$ cat src/logic/bridge_vga_pkg.sv
// Purpose: Shared constants for the bridge forwarding-control block
// Assumes: Transaction-level request ports, one request per cycle
// Notes:   Command codes follow the public PCI command encoding
`default_nettype none
package bridge_vga_pkg;
  // ----------------------------------------------------------------
  // Bus commands
  // ----------------------------------------------------------------
  localparam logic [3:0] CMD_IO_RD   = 4'h2;
  localparam logic [3:0] CMD_IO_WR   = 4'h3;
  localparam logic [3:0] CMD_MEM_RD  = 4'h6;
  localparam logic [3:0] CMD_MEM_WR  = 4'h7;
  localparam logic [3:0] CMD_CFG_RD  = 4'ha;
  localparam logic [3:0] CMD_CFG_WR  = 4'hb;
  localparam logic [3:0] CMD_MEM_RDM = 4'hc;
  localparam logic [3:0] CMD_MEM_RDL = 4'he;
  localparam logic [3:0] CMD_MEM_WI  = 4'hf;
  // ----------------------------------------------------------------
  // VGA decode
  // ----------------------------------------------------------------
  localparam logic [31:0] FB_LO      = 32'h000a_0000;
  localparam logic [31:0] FB_HI      = 32'h000b_ffff;
  localparam logic [9:0]  IO_A_LO    = 10'h3b0;
  localparam logic [9:0]  IO_A_HI    = 10'h3bb;
  localparam logic [9:0]  IO_B_LO    = 10'h3c0;
  localparam logic [9:0]  IO_B_HI    = 10'h3df;
  localparam logic [9:0]  PAL_MASK   = 10'h3c6;
  localparam logic [9:0]  PAL_WADDR  = 10'h3c8;
  localparam logic [9:0]  PAL_DATA   = 10'h3c9;
  // ----------------------------------------------------------------
  // Sizes
  // ----------------------------------------------------------------
  localparam int FIFO_DEPTH = 16;
  localparam int DT_DEPTH   = 4;
  localparam int ENTRY_W    = 68;
  typedef enum logic [1:0] {
    DT_FREE = 2'b00,
    DT_WAIT = 2'b01,
    DT_BUSY = 2'b10,
    DT_DONE = 2'b11
  } dt_state_t;
endpackage : bridge_vga_pkg
`default_nettype wire

$ cat src/logic/bridge_vga_decode_and_ordering.sv
// Purpose: VGA decode, posted write buffering and delayed transaction queue
// Assumes: Base/limit window hits come in from outside; requests single phase
// Notes:   Answers to a request appear one clock after the request cycle
`timescale 1ns/100ps
`default_nettype none

// ------------------------------------------------------------------
// Posted write FIFO
// ------------------------------------------------------------------
module bridge_post_fifo #(
  parameter int WIDTH = 68,
  parameter int DEPTH = 16
) (
  input  wire logic             core_clk,
  input  wire logic             sys_rst,
  input  wire logic             inValid,
  output logic                  inReady,
  input  wire logic [WIDTH-1:0] inData,
  output logic                  outValid,
  input  wire logic             outReady,
  output logic      [WIDTH-1:0] outData,
  output logic                  empty
);
  localparam int AW = $clog2(DEPTH);
  logic [WIDTH-1:0] mem [DEPTH];
  logic [AW:0]      wrPtr;
  logic [AW:0]      rdPtr;
  logic             full;
  assign full     = (wrPtr[AW] != rdPtr[AW]) && (wrPtr[AW-1:0] == rdPtr[AW-1:0]);
  assign empty    = (wrPtr == rdPtr);
  assign inReady  = !full;
  assign outValid = !empty;
  assign outData  = mem[rdPtr[AW-1:0]];
  always_ff @(posedge core_clk) begin
    if (inValid && !full) begin
      mem[wrPtr[AW-1:0]] <= inData;
    end
  end
  always_ff @(posedge core_clk) begin
    if (sys_rst) begin
      wrPtr <= '0;
      rdPtr <= '0;
    end else begin
      if (inValid && !full) begin
        wrPtr <= wrPtr + 1'b1;
      end
      if (outReady && !empty) begin
        rdPtr <= rdPtr + 1'b1;
      end
    end
  end
endmodule : bridge_post_fifo

module bridge_vga_decode_and_ordering #(
  parameter int FIFO_DEPTH = bridge_vga_pkg::FIFO_DEPTH,
  parameter int DT_DEPTH   = bridge_vga_pkg::DT_DEPTH
) (
  input  wire logic        core_clk,
  input  wire logic        sys_rst,
  input  wire logic        vgaEnable,
  input  wire logic        snoopEnable,
  input  wire logic        priWindowHit,
  input  wire logic        priValid,
  input  wire logic [3:0]  priCmd,
  input  wire logic [31:0] priAddr,
  input  wire logic [3:0]  priBe,
  input  wire logic [31:0] priData,
  output logic             priClaim,
  output logic             priRetry,
  output logic             priDone,
  output logic      [31:0] priRdData,
  input  wire logic        secWindowHit,
  input  wire logic        secValid,
  input  wire logic [3:0]  secCmd,
  input  wire logic [31:0] secAddr,
  input  wire logic [3:0]  secBe,
  input  wire logic [31:0] secData,
  output logic             secClaim,
  output logic             secRetry,
  output logic             dnValid,
  input  wire logic        dnReady,
  output logic      [67:0] dnEntry,
  output logic             upValid,
  input  wire logic        upReady,
  output logic      [67:0] upEntry,
  output logic             dtReqValid,
  input  wire logic        dtReqReady,
  output logic      [3:0]  dtReqCmd,
  output logic      [31:0] dtReqAddr,
  output logic      [3:0]  dtReqBe,
  output logic      [31:0] dtReqData,
  output logic             dtReqSingle,
  input  wire logic        dtRespValid,
  input  wire logic [31:0] dtRespData
);
  localparam int IW = $clog2(DT_DEPTH);

  // ----------------------------------------------------------------
  // Decode functions
  // ----------------------------------------------------------------
  function automatic logic isMem(input logic [3:0] c);
    return c == bridge_vga_pkg::CMD_MEM_RD || c == bridge_vga_pkg::CMD_MEM_WR ||
           c == bridge_vga_pkg::CMD_MEM_RDM || c == bridge_vga_pkg::CMD_MEM_RDL ||
           c == bridge_vga_pkg::CMD_MEM_WI;
  endfunction : isMem
  function automatic logic isIo(input logic [3:0] c);
    return c == bridge_vga_pkg::CMD_IO_RD || c == bridge_vga_pkg::CMD_IO_WR;
  endfunction : isIo
  function automatic logic isPosted(input logic [3:0] c);
    return c == bridge_vga_pkg::CMD_MEM_WR || c == bridge_vga_pkg::CMD_MEM_WI;
  endfunction : isPosted
  function automatic logic isRead(input logic [3:0] c);
    return c == bridge_vga_pkg::CMD_IO_RD || c == bridge_vga_pkg::CMD_CFG_RD ||
           c == bridge_vga_pkg::CMD_MEM_RD || c == bridge_vga_pkg::CMD_MEM_RDM ||
           c == bridge_vga_pkg::CMD_MEM_RDL;
  endfunction : isRead
  // Upper limit is the frame buffer top, so C0000h never matches
  function automatic logic inFrame(input logic [31:0] a);
    return a >= bridge_vga_pkg::FB_LO && a <= bridge_vga_pkg::FB_HI;
  endfunction : inFrame
  function automatic logic inVgaIo(input logic [31:0] a);
    return a[31:16] == 16'h0000 &&
           ((a[9:0] >= bridge_vga_pkg::IO_A_LO && a[9:0] <= bridge_vga_pkg::IO_A_HI) ||
            (a[9:0] >= bridge_vga_pkg::IO_B_LO && a[9:0] <= bridge_vga_pkg::IO_B_HI));
  endfunction : inVgaIo
  function automatic logic inPalette(input logic [31:0] a);
    return a[31:16] == 16'h0000 && (a[9:0] == bridge_vga_pkg::PAL_MASK ||
           a[9:0] == bridge_vga_pkg::PAL_WADDR || a[9:0] == bridge_vga_pkg::PAL_DATA);
  endfunction : inPalette
  function automatic logic vgaHit(input logic en, input logic [3:0] c, input logic [31:0] a);
    return en && ((isMem(c) && inFrame(a)) || (isIo(c) && inVgaIo(a)));
  endfunction : vgaHit
  // ----------------------------------------------------------------
  // Primary-side decode
  // ----------------------------------------------------------------
  logic priVga;
  logic priSnoop;
  logic priHit;
  assign priVga   = vgaHit(vgaEnable, priCmd, priAddr);
  // Snoop only adds anything while VGA mode is off
  assign priSnoop = snoopEnable && !vgaEnable && priCmd == bridge_vga_pkg::CMD_IO_WR &&
                    inPalette(priAddr);
  assign priHit   = priValid && (priVga || priSnoop || priWindowHit);

  // ----------------------------------------------------------------
  // Posted write buffers, one per direction
  // ----------------------------------------------------------------
  logic dnInReady;
  logic dnEmpty;
  logic dnPush;
  logic upInReady;
  logic upPush;
  logic secHit;
  // Every posted write is its own entry: nothing combined, merged or collapsed
  assign dnPush = priHit && isPosted(priCmd) && dnInReady;
  bridge_post_fifo #(.WIDTH(bridge_vga_pkg::ENTRY_W), .DEPTH(FIFO_DEPTH)) dnFifo (
    .core_clk (core_clk),
    .sys_rst  (sys_rst),
    .inValid  (dnPush),
    .inReady  (dnInReady),
    .inData   ({priAddr, priBe, priData}),
    .outValid (dnValid),
    .outReady (dnReady),
    .outData  (dnEntry),
    .empty    (dnEmpty)
  );
  // Secondary initiator: VGA targets stay on the secondary bus
  assign secHit = secValid && !vgaHit(vgaEnable, secCmd, secAddr) && !secWindowHit;
  assign upPush = secHit && isPosted(secCmd) && upInReady;
  bridge_post_fifo #(.WIDTH(bridge_vga_pkg::ENTRY_W), .DEPTH(FIFO_DEPTH)) upFifo (
    .core_clk (core_clk),
    .sys_rst  (sys_rst),
    .inValid  (upPush),
    .inReady  (upInReady),
    .inData   ({secAddr, secBe, secData}),
    .outValid (upValid),
    .outReady (upReady),
    .outData  (upEntry),
    .empty    ()
  );

  // ----------------------------------------------------------------
  // Delayed transaction queue
  // ----------------------------------------------------------------
  bridge_vga_pkg::dt_state_t dtState [DT_DEPTH];
  logic [3:0]  dtCmd  [DT_DEPTH];
  logic [31:0] dtAddr [DT_DEPTH];
  logic [3:0]  dtBe   [DT_DEPTH];
  logic [31:0] dtData [DT_DEPTH];
  logic [DT_DEPTH-1:0] match;
  logic [DT_DEPTH-1:0] isFree;
  logic [DT_DEPTH-1:0] isWait;
  logic          hitAny;
  logic          hitDone;
  logic [IW-1:0] hitIdx;
  logic          freeAny;
  logic [IW-1:0] freeIdx;
  logic          waitAny;
  logic [IW-1:0] waitIdx;
  logic          priDelayed;
  logic          issueBusy;
  logic          issueStart;
  logic [IW-1:0] issueIdx;
  assign priDelayed = priHit && !isPosted(priCmd);
  for (genvar g = 0; g < DT_DEPTH; g++) begin : gEntry
    // A retried repeat must present the same command, address, enables and write data
    assign match[g]  = dtState[g] != bridge_vga_pkg::DT_FREE && dtCmd[g] == priCmd &&
                       dtAddr[g] == priAddr && dtBe[g] == priBe &&
                       (isRead(priCmd) || dtData[g] == priData);
    assign isFree[g] = dtState[g] == bridge_vga_pkg::DT_FREE;
    assign isWait[g] = dtState[g] == bridge_vga_pkg::DT_WAIT;
  end

  always_comb begin
    hitAny  = 1'b0;
    hitIdx  = '0;
    freeAny = 1'b0;
    freeIdx = '0;
    waitAny = 1'b0;
    waitIdx = '0;
    for (int i = DT_DEPTH - 1; i >= 0; i--) begin
      if (match[i]) begin
        hitAny = 1'b1;
        hitIdx = IW'(i);
      end
      if (isFree[i]) begin
        freeAny = 1'b1;
        freeIdx = IW'(i);
      end
      if (isWait[i]) begin
        waitAny = 1'b1;
        waitIdx = IW'(i);
      end
    end
  end
  assign hitDone = hitAny && dtState[hitIdx] == bridge_vga_pkg::DT_DONE;

  // Delayed requests must not pass posted writes heading the same way
  assign issueStart = !issueBusy && waitAny && dnEmpty;

  always_ff @(posedge core_clk) begin
    if (sys_rst) begin
      for (int i = 0; i < DT_DEPTH; i++) begin
        dtState[i] <= bridge_vga_pkg::DT_FREE;
      end
    end else begin
      if (priDelayed && hitDone) begin
        dtState[hitIdx] <= bridge_vga_pkg::DT_FREE;
      end else if (priDelayed && !hitAny && freeAny) begin
        dtState[freeIdx] <= bridge_vga_pkg::DT_WAIT;
      end
      if (issueStart) begin
        dtState[waitIdx] <= bridge_vga_pkg::DT_BUSY;
      end
      if (issueBusy && !dtReqValid && dtRespValid) begin
        dtState[issueIdx] <= bridge_vga_pkg::DT_DONE;
      end
    end
  end

  always_ff @(posedge core_clk) begin
    if (priDelayed && !hitAny && freeAny) begin
      dtCmd[freeIdx]  <= priCmd;
      dtAddr[freeIdx] <= priAddr;
      dtBe[freeIdx]   <= priBe;
      dtData[freeIdx] <= priData;
    end else if (issueBusy && !dtReqValid && dtRespValid && isRead(dtCmd[issueIdx])) begin
      // Writes keep their data so the repeated request still matches
      dtData[issueIdx] <= dtRespData;
    end
  end

  // ----------------------------------------------------------------
  // Master side: one delayed request outstanding at a time
  // ----------------------------------------------------------------
  always_ff @(posedge core_clk) begin
    if (sys_rst) begin
      issueBusy   <= 1'b0;
      issueIdx    <= '0;
      dtReqValid  <= 1'b0;
      dtReqCmd    <= 4'h0;
      dtReqAddr   <= 32'h0000_0000;
      dtReqBe     <= 4'h0;
      dtReqData   <= 32'h0000_0000;
      dtReqSingle <= 1'b0;
    end else if (issueStart) begin
      issueBusy   <= 1'b1;
      issueIdx    <= waitIdx;
      dtReqValid  <= 1'b1;
      dtReqCmd    <= dtCmd[waitIdx];
      dtReqAddr   <= dtAddr[waitIdx];
      dtReqBe     <= dtBe[waitIdx];
      dtReqData   <= dtData[waitIdx];
      // Frame buffer reads may have side effects: no prefetch
      dtReqSingle <= isRead(dtCmd[waitIdx]) &&
                     (!isMem(dtCmd[waitIdx]) || inFrame(dtAddr[waitIdx]) ||
                      dtCmd[waitIdx] == bridge_vga_pkg::CMD_MEM_RD);
    end else if (dtReqValid && dtReqReady) begin
      dtReqValid <= 1'b0;
    end else if (issueBusy && !dtReqValid && dtRespValid) begin
      issueBusy <= 1'b0;
    end
  end

  // ----------------------------------------------------------------
  // Answers to initiators, one clock after the request
  // ----------------------------------------------------------------
  always_ff @(posedge core_clk) begin
    if (sys_rst) begin
      priClaim  <= 1'b0;
      priRetry  <= 1'b0;
      priDone   <= 1'b0;
      priRdData <= 32'h0000_0000;
      secClaim  <= 1'b0;
      secRetry  <= 1'b0;
    end else begin
      priClaim <= priHit;
      priDone  <= dnPush || (priDelayed && hitDone);
      priRetry <= (priHit && isPosted(priCmd) && !dnInReady) ||
                  (priDelayed && !hitDone);
      if (priDelayed && hitDone) begin
        priRdData <= dtData[hitIdx];
      end
      secClaim <= secHit;
      // Upstream delayed traffic is not queued here; it is retried
      secRetry <= secHit && !upPush;
    end
  end
endmodule : bridge_vga_decode_and_ordering
`default_nettype wire

$ cat config.mk
export PLATFORM = sky130hd
export DESIGN_NAME = bridge_vga_decode_and_ordering
export DESIGN_NICKNAME = d
export VERILOG_FILES = /design/src/logic/bridge_vga_pkg.sv /design/src/logic/bridge_vga_decode_and_ordering.sv
export SDC_FILE = /design/constraint.sdc
export NUM_CORES = 2
export LEC_CHECK = 0
export BUFFER_PORTS_ARGS = -buffer_cell sky130_fd_sc_hd__buf_2
export CAP_MARGIN = 10
export CORE_MARGIN = 1
export CORE_UTILIZATION = 37
export CTS_CLUSTER_DIAMETER = 200
export DETAILED_ROUTE_END_ITERATION = 8
export GPL_TIMING_DRIVEN = 0
export PLACE_DENSITY = 0.55
export SYNTH_ARGS = -nofsm -noshare
export SYNTH_HDL_FRONTEND = slang
export SYNTH_SLANG_ARGS = --single-unit
$ cat constraint.sdc
create_clock -name core_clk -period 8 [get_ports core_clk]
set_input_delay 1.2 -clock core_clk [delete_from_list [all_inputs] [get_ports core_clk]]
set_output_delay 1.2 -clock core_clk [all_outputs]
set_load 0.1 [all_outputs]
Yosys cells after proc, flatten, opt, wreduce, memory -nomap -nowiden:

Memory sizes are Yosys's and may differ from the RTL's. A register that Yosys moved wholly into a read port is not among the register bits.
Index checks and enable logic that the tools add are counted.

* memory bits (writable): 2472
* register bits after elaboration: 66
* memories: 7
* logic and storage cells: 310
* output and inout port bits: 249

* $lt $le $gt $ge: 14
* reduce and logical (&&, ||, !) cells: 139
* muxes and demuxes: 73
* equality and inequality tests: 58
* add/sub/neg operators: 4

Memories
* dnFifo.mem: depth 16, width 68, read ports 1, clocked after memory_dff 1, wr ports 1, line bridge_vga_decode_and_ordering.sv:25 `logic [WIDTH-1:0] mem [DEPTH];`
* upFifo.mem: depth 16, width 68, read ports 1, clocked after memory_dff 1, wr ports 1, line bridge_vga_decode_and_ordering.sv:25
* dtAddr: depth 4, width 32, read ports 5, clocked after memory_dff 0, wr ports 1, line bridge_vga_decode_and_ordering.sv:187 `logic [31:0] dtAddr [DT_DEPTH];`
* dtData: depth 4, width 32, read ports 6, clocked after memory_dff 2, wr ports 1, line bridge_vga_decode_and_ordering.sv:189 `logic [31:0] dtData [DT_DEPTH];`
* dtBe: depth 4, width 4, read ports 5, clocked after memory_dff 1, wr ports 1, line bridge_vga_decode_and_ordering.sv:188 `logic [3:0] dtBe [DT_DEPTH];`
* dtCmd: depth 4, width 4, read ports 6, clocked after memory_dff 1, wr ports 1, line bridge_vga_decode_and_ordering.sv:186 `logic [3:0] dtCmd [DT_DEPTH];`
* 1 more memories

Operators with widths (number)
* == test 32 bit: 8
* >= comparator 32 x 20 -> 1 bit (second input constant): 3
* less-or-equal comparator 32 x 20 -> 1 bit (second input constant): 3
* logical AND 1 bit: 63
* == test 4 bit (second input constant): 14
* two-way mux 2 bit: 23
* two-way mux 1 bit: 45
* logical OR 1 bit: 44
* == test 4 bit: 10
* >= comparator 10 bit (second input constant): 4
* less-or-equal comparator 10 bit (second input constant): 4
* zero test 16 bit: 2
* two-way mux 32 bit: 1
* OR reduction 32 bit: 1
* == test 10 bit (second input constant): 3
* == test 4 x 3 -> 1 bit (second input constant): 7
* == test 4 x 2 -> 1 bit (second input constant): 6
* adder 5 x 1 -> 5 bit (second input constant): 4
* two-way mux 4 bit: 4
* zero test 1 bit: 14
* nonzero test 2 bit: 6
* == test 5 bit: 2
* == test 2 x 1 -> 1 bit (second input constant): 4
* zero test 2 bit: 4
* other kinds (5): 9

Longest topological paths before layout:

An unclocked memory read counts as a cell.

* depth after elaboration: 21
* gate-level depth with buffers: 12

Modules after synthesis:

Synthesis repeated with hierarchy kept, for this count alone.

* cells, all modules: 5228
* area, all modules: 104700.4 um2

By module, submodules not included
* bridge_post_fifo: sequential area each 32951.6 um2, times used 2, cells an instance 1610, area each 41624.9 um2
* bridge_vga_decode_and_ordering: sequential area each 11170.7 um2, times used 1, cells an instance 2008, area each 21450.6 um2

Worst setup path after synthesis:

OpenSTA, ideal clock, no wires.

* path type: input to register
* from: in priAddr[1]
* to: mem dnFifo.mem[3][0], enable pin
* setup slack: 0.042 ns
* cell stages on the path: 9
* data required time: 7.423 ns
* library setup time: 0.577 ns
* arrival time: 7.381 ns
* cell sequence: clkbuf_1 nor4bb_1 o2111ai_1 o21ai_0 a32o_1 a22oi_1 nor2_1 nand2_1 nor3_1

* cells in the longest elaborated chain, start to end: 15
* elaborated cells on any way between the ends: 30

RTL lines
* from (decl): line bridge_vga_decode_and_ordering.sv:65 `input wire logic [31:0] priAddr,`
* parallel branches: the longest is 7 deep, another holds >= comparator 32 x 20 -> 1 bit
* logical OR 1 bit (*) (2 in a row): line bridge_vga_decode_and_ordering.sv:143 `assign priHit = priValid && (priVga || priSnoop || priWindowHit);`
* logical AND 1 bit (*): line bridge_vga_decode_and_ordering.sv:143
* logical AND 1 bit (*) (2 in a row): line bridge_vga_decode_and_ordering.sv:155 `assign dnPush = priHit && isPosted(priCmd) && dnInReady;`
* logical AND 1 bit (*): line bridge_vga_decode_and_ordering.sv:35 `if (inValid && !full) begin`
* two-way mux 1 bit (*): line bridge_vga_decode_and_ordering.sv:35
* two-way mux 1 bit (not written as such) (*): line bridge_vga_decode_and_ordering.sv:36 `mem[wrPtr[AW-1:0]] <= inData;`
* to (decl): line bridge_vga_decode_and_ordering.sv:25

Mark *: on every way between the ends.

==> flow_summary.json <==
{
  "path_max_fanout": 10,
  "skew_ps": 44.55,
  "hpwl_um": 226400,
  "multi_input_area_mm2": 0.02601,
  "r2r-end": "dtData[2][27]$_DFFE_PP_",
  "grt_remaining_overflow": 0,
  "met3WireLength_um": 21890,
  "drive_gt1_share_pct": 29.79,
  "start_util_pct": 37.26,
  "antenna_left": 0,
  "gp_congestion": 0.9325,
  "violations": "design-rule violations",
  "powerDensity_mw_per_mm2": 268.4,
  "cts_sinks": 2616,
  "ys_top_cells_by_area": "edfxtp_1 (71%), mux4_2 (15%), dfxtp_1 (2.8%), xnor2_1 (2.1%), mux2i_1 (1.2%)",
  "syn_area_per_cell_um2": 20.21,
  "ys_async_sr_fraction_pct": 0,
  "vdd_ir_drop_max_uv": 382.6,
  "cts_max_path_buffers": 4,
  "synthesis.instances": 5156,
  "criticalPathCategory": "flip-flop to primary output",
  "final_area_mm2": 0.1233,
  "start_kind": "flip-flop",
  "fin_crit_sh_pct": 81.29,
  "hold_slack_ps": 485.8,
  "area_delta_synth_final_pct": 18.38,
  "die_h_um": 532.7,
  "finalCriticalPeriod_ps": 6503,
  "grt_pass1_vias": 56160,
  "syn-num-nets": 5354,
  "reg2reg_slack_ps": 2830,
  "grt_first_pass_wirelength_um": 445400,
  "slowest_delay_ps": 880,
  "numCtsBuffers": 287,
  "cts_tree": "built",
  "grtUsageTotal_pct": 22.39,
  "slew_viol_final": 0,
  "cp_data_required_time_ps": 6800,
  "synth_seq_area_share_pct": 73.97,
  "ff_latch_area_mm2": 0.07707,
  "cp_cell_sequence": "clkbuf_1 -> buf_1 -> buf_1 -> mux4_2 -> mux4_2 -> buf_2",
  "placed_area_mm2": 0.1142,
  "cts_root_buf": "clkbuf_16",
  "grt_max_degree": 28,
  "yosysTopAreaCellShare_pct": 71.13,
  "status": "complete, but fails checks",
  "hold_violations": 0,
  "hp-class": "flip-flop to flip-flop",
  "routedWlPerCell_um": 32.00,
  "drv_cap": 0,
  "final_common_cell": "edfxtp_1",
  "ys_types": 70,
  "antenna_found_initial": 53,
  "setup_violations": 0,
  "drc": 65,
  "clkTransAtPathRegs_ps": 60,
  "ios": 437,
  "postCtsResizedCells": 0,
  "insertion_delay_ps": 870,
  "reg2reg_depth": 14,
  "layout_common_cells": "edfxtp_1 (2468), mux4_2 (680), buf_2 (453)",
  "drtIter0Drc": 5996,
  "post-synth-top-area-cell": "edfxtp_1",
  "m1WireLength_um": 132600,
  "finalNetCount": 6254,
  "n_fill_cell": 24200,
  "max-slew-margin-rel_pct": 0.7474,
  "post-cts-setup-buffer-count": 0,
  "ys_warn_count": 0,
  "r2r-start": "dtData[0][7]$_DFFE_PP_",
  "arrival_ps": 5300,
  "syn_area_mm2": 0.1042,
  "synth_ff_type": "edfxtp_1",
  "routed_via_density": 5.526,
  "ys_ff_latch": 2616,
  "crit_slowest_cell": "buf_1",
  "holdBufCountCts": 0,
  "dr.pass1.iters": 9,
  "synth_edf_count": 2468,
  "htree_levels": 5,
  "p_leak_uw": 0.03835,
  "dieArea_mm2": 0.2837,
  "worst_slack_ps": 1497,
  "wl_um": 320900,
  "tightest_slew_ps": 1489,
  "wl_met2_um": 153900,
  "via_count": 55410,
  "port_buffers": 435,
  "core-area_mm2": 0.2796,
  "endpoint": "dnEntry[38]",
  "crit_path_end_kind": "primary output",
  "die_x_um": 532.7,
  "placementRows": 194,
  "dp_slack_ps": 1090,
  "fmax_mhz": 153.8,
  "rsz0062_at_grt": "false",
  "maxUsedRoutingLayer": "met5"
}
how the worst min path moves through the flow:
stage	from	end	slack, ps	cells past startpoint
after floorplan	issueBusy$_SDFFE_PP0P_	issueBusy$_SDFFE_PP0P_	450	2
after global placement	dtReqData[22]$_SDFFE_PP0P_	dtReqData[22]$_SDFFE_PP0P_	470	2
after detailed placement	dtReqData[11]$_SDFFE_PP0P_	dtReqData[11]$_SDFFE_PP0P_	480	2
after CTS	dtReqData[11]$_SDFFE_PP0P_	dtReqData[11]$_SDFFE_PP0P_	490	2
after global routing	dtReqData[5]$_SDFFE_PP0P_	dtReqData[5]$_SDFFE_PP0P_	510	2
final	dtReqAddr[14]$_SDFFE_PP0P_	dtReqAddr[14]$_SDFFE_PP0P_	490	2
cells by family after synthesis:
family | share of synthesized area, %
adder cells (fa/ha/maj) | 0.1201
AND/OR/NAND/NOR | 3.619
AO/OA/AOI/OAI | 1.714
buffers and inverters | 1.303
XOR/XNOR | 2.623
flip-flops | 73.97
multiplexers | 16.65
flip-flops by register name, indices dropped and copies added, names as in the netlist, 8 cells and up, named ones only:
register    count
dnFifo.mem   1088
upFifo.mem   1088
dtAddr        128
dtData        128
dtReqAddr      32
dtReqData      32
priRdData      32
dtBe           16
dtCmd          16
dtState         8
layer usage:
| layer | vias up | track usage, % |
|---|---|---|
| met2 | 2153 | 36.36 |
| met1 | 29760 | 30.30 |
| met3 | 486 | 3.961 |
| met4 | 36 | 7.899 |
| met5 | - | 0 |
| li1 | 22980 | - |
metrics by stage:
stage	utilization, %	cells	total power (uW)	TNS, ps
floorplan	-	5156	18700	0
global route	44.10	10020	33970	0
global placement	39.71	9315	20390	-9962860
CTS	44.07	10010	33270	0
finish	44.11	10030	33100	0
detailed placement	40.82	9487	20450	0
area by class of cell:
type	count	share of cell area, %
Buffer	325	1.053
Antenna cell	19	0.03855
Multi-Input combinational cell	2199	21.09
Sequential cell	2616	62.49
Tap cell	3724	3.778
Timing Repair Buffer	611	4.139
Clock buffer	364	6.250
Inverter	16	0.04869
Clock inverter	154	1.109
power by group:
part	internal [uW]	switching (uW)
sequential	15300	264
clock	7390	5490
combinational	1050	3580
Yosys cell counts (15+ instances only):
master	n
nand2_1	263
nor4_1	39
dfxtp_1	148
o22ai_2	29
xor2_1	58
mux4_2	680
buf_2	17
buf_1	36
xnor2_1	254
nor2_1	159
nand4_1	101
a311oi_1	55
edfxtp_1	2468
nand3_1	19
a21oi_1	75
mux2i_1	127
clkbuf_1	260
nor3_1	29
and3_1	60
nand2b_1	53
mux2_2	65
inv_1	15
worst max-delay path: cells and delay by family, from the launching register on:
kind | cells | cell delay (ps)
muxes | 2 | 1210
buffers and inverters | 4 | 2780
DFF | 1 | 430
Note: power is estimated with default switching activity, not from simulation.
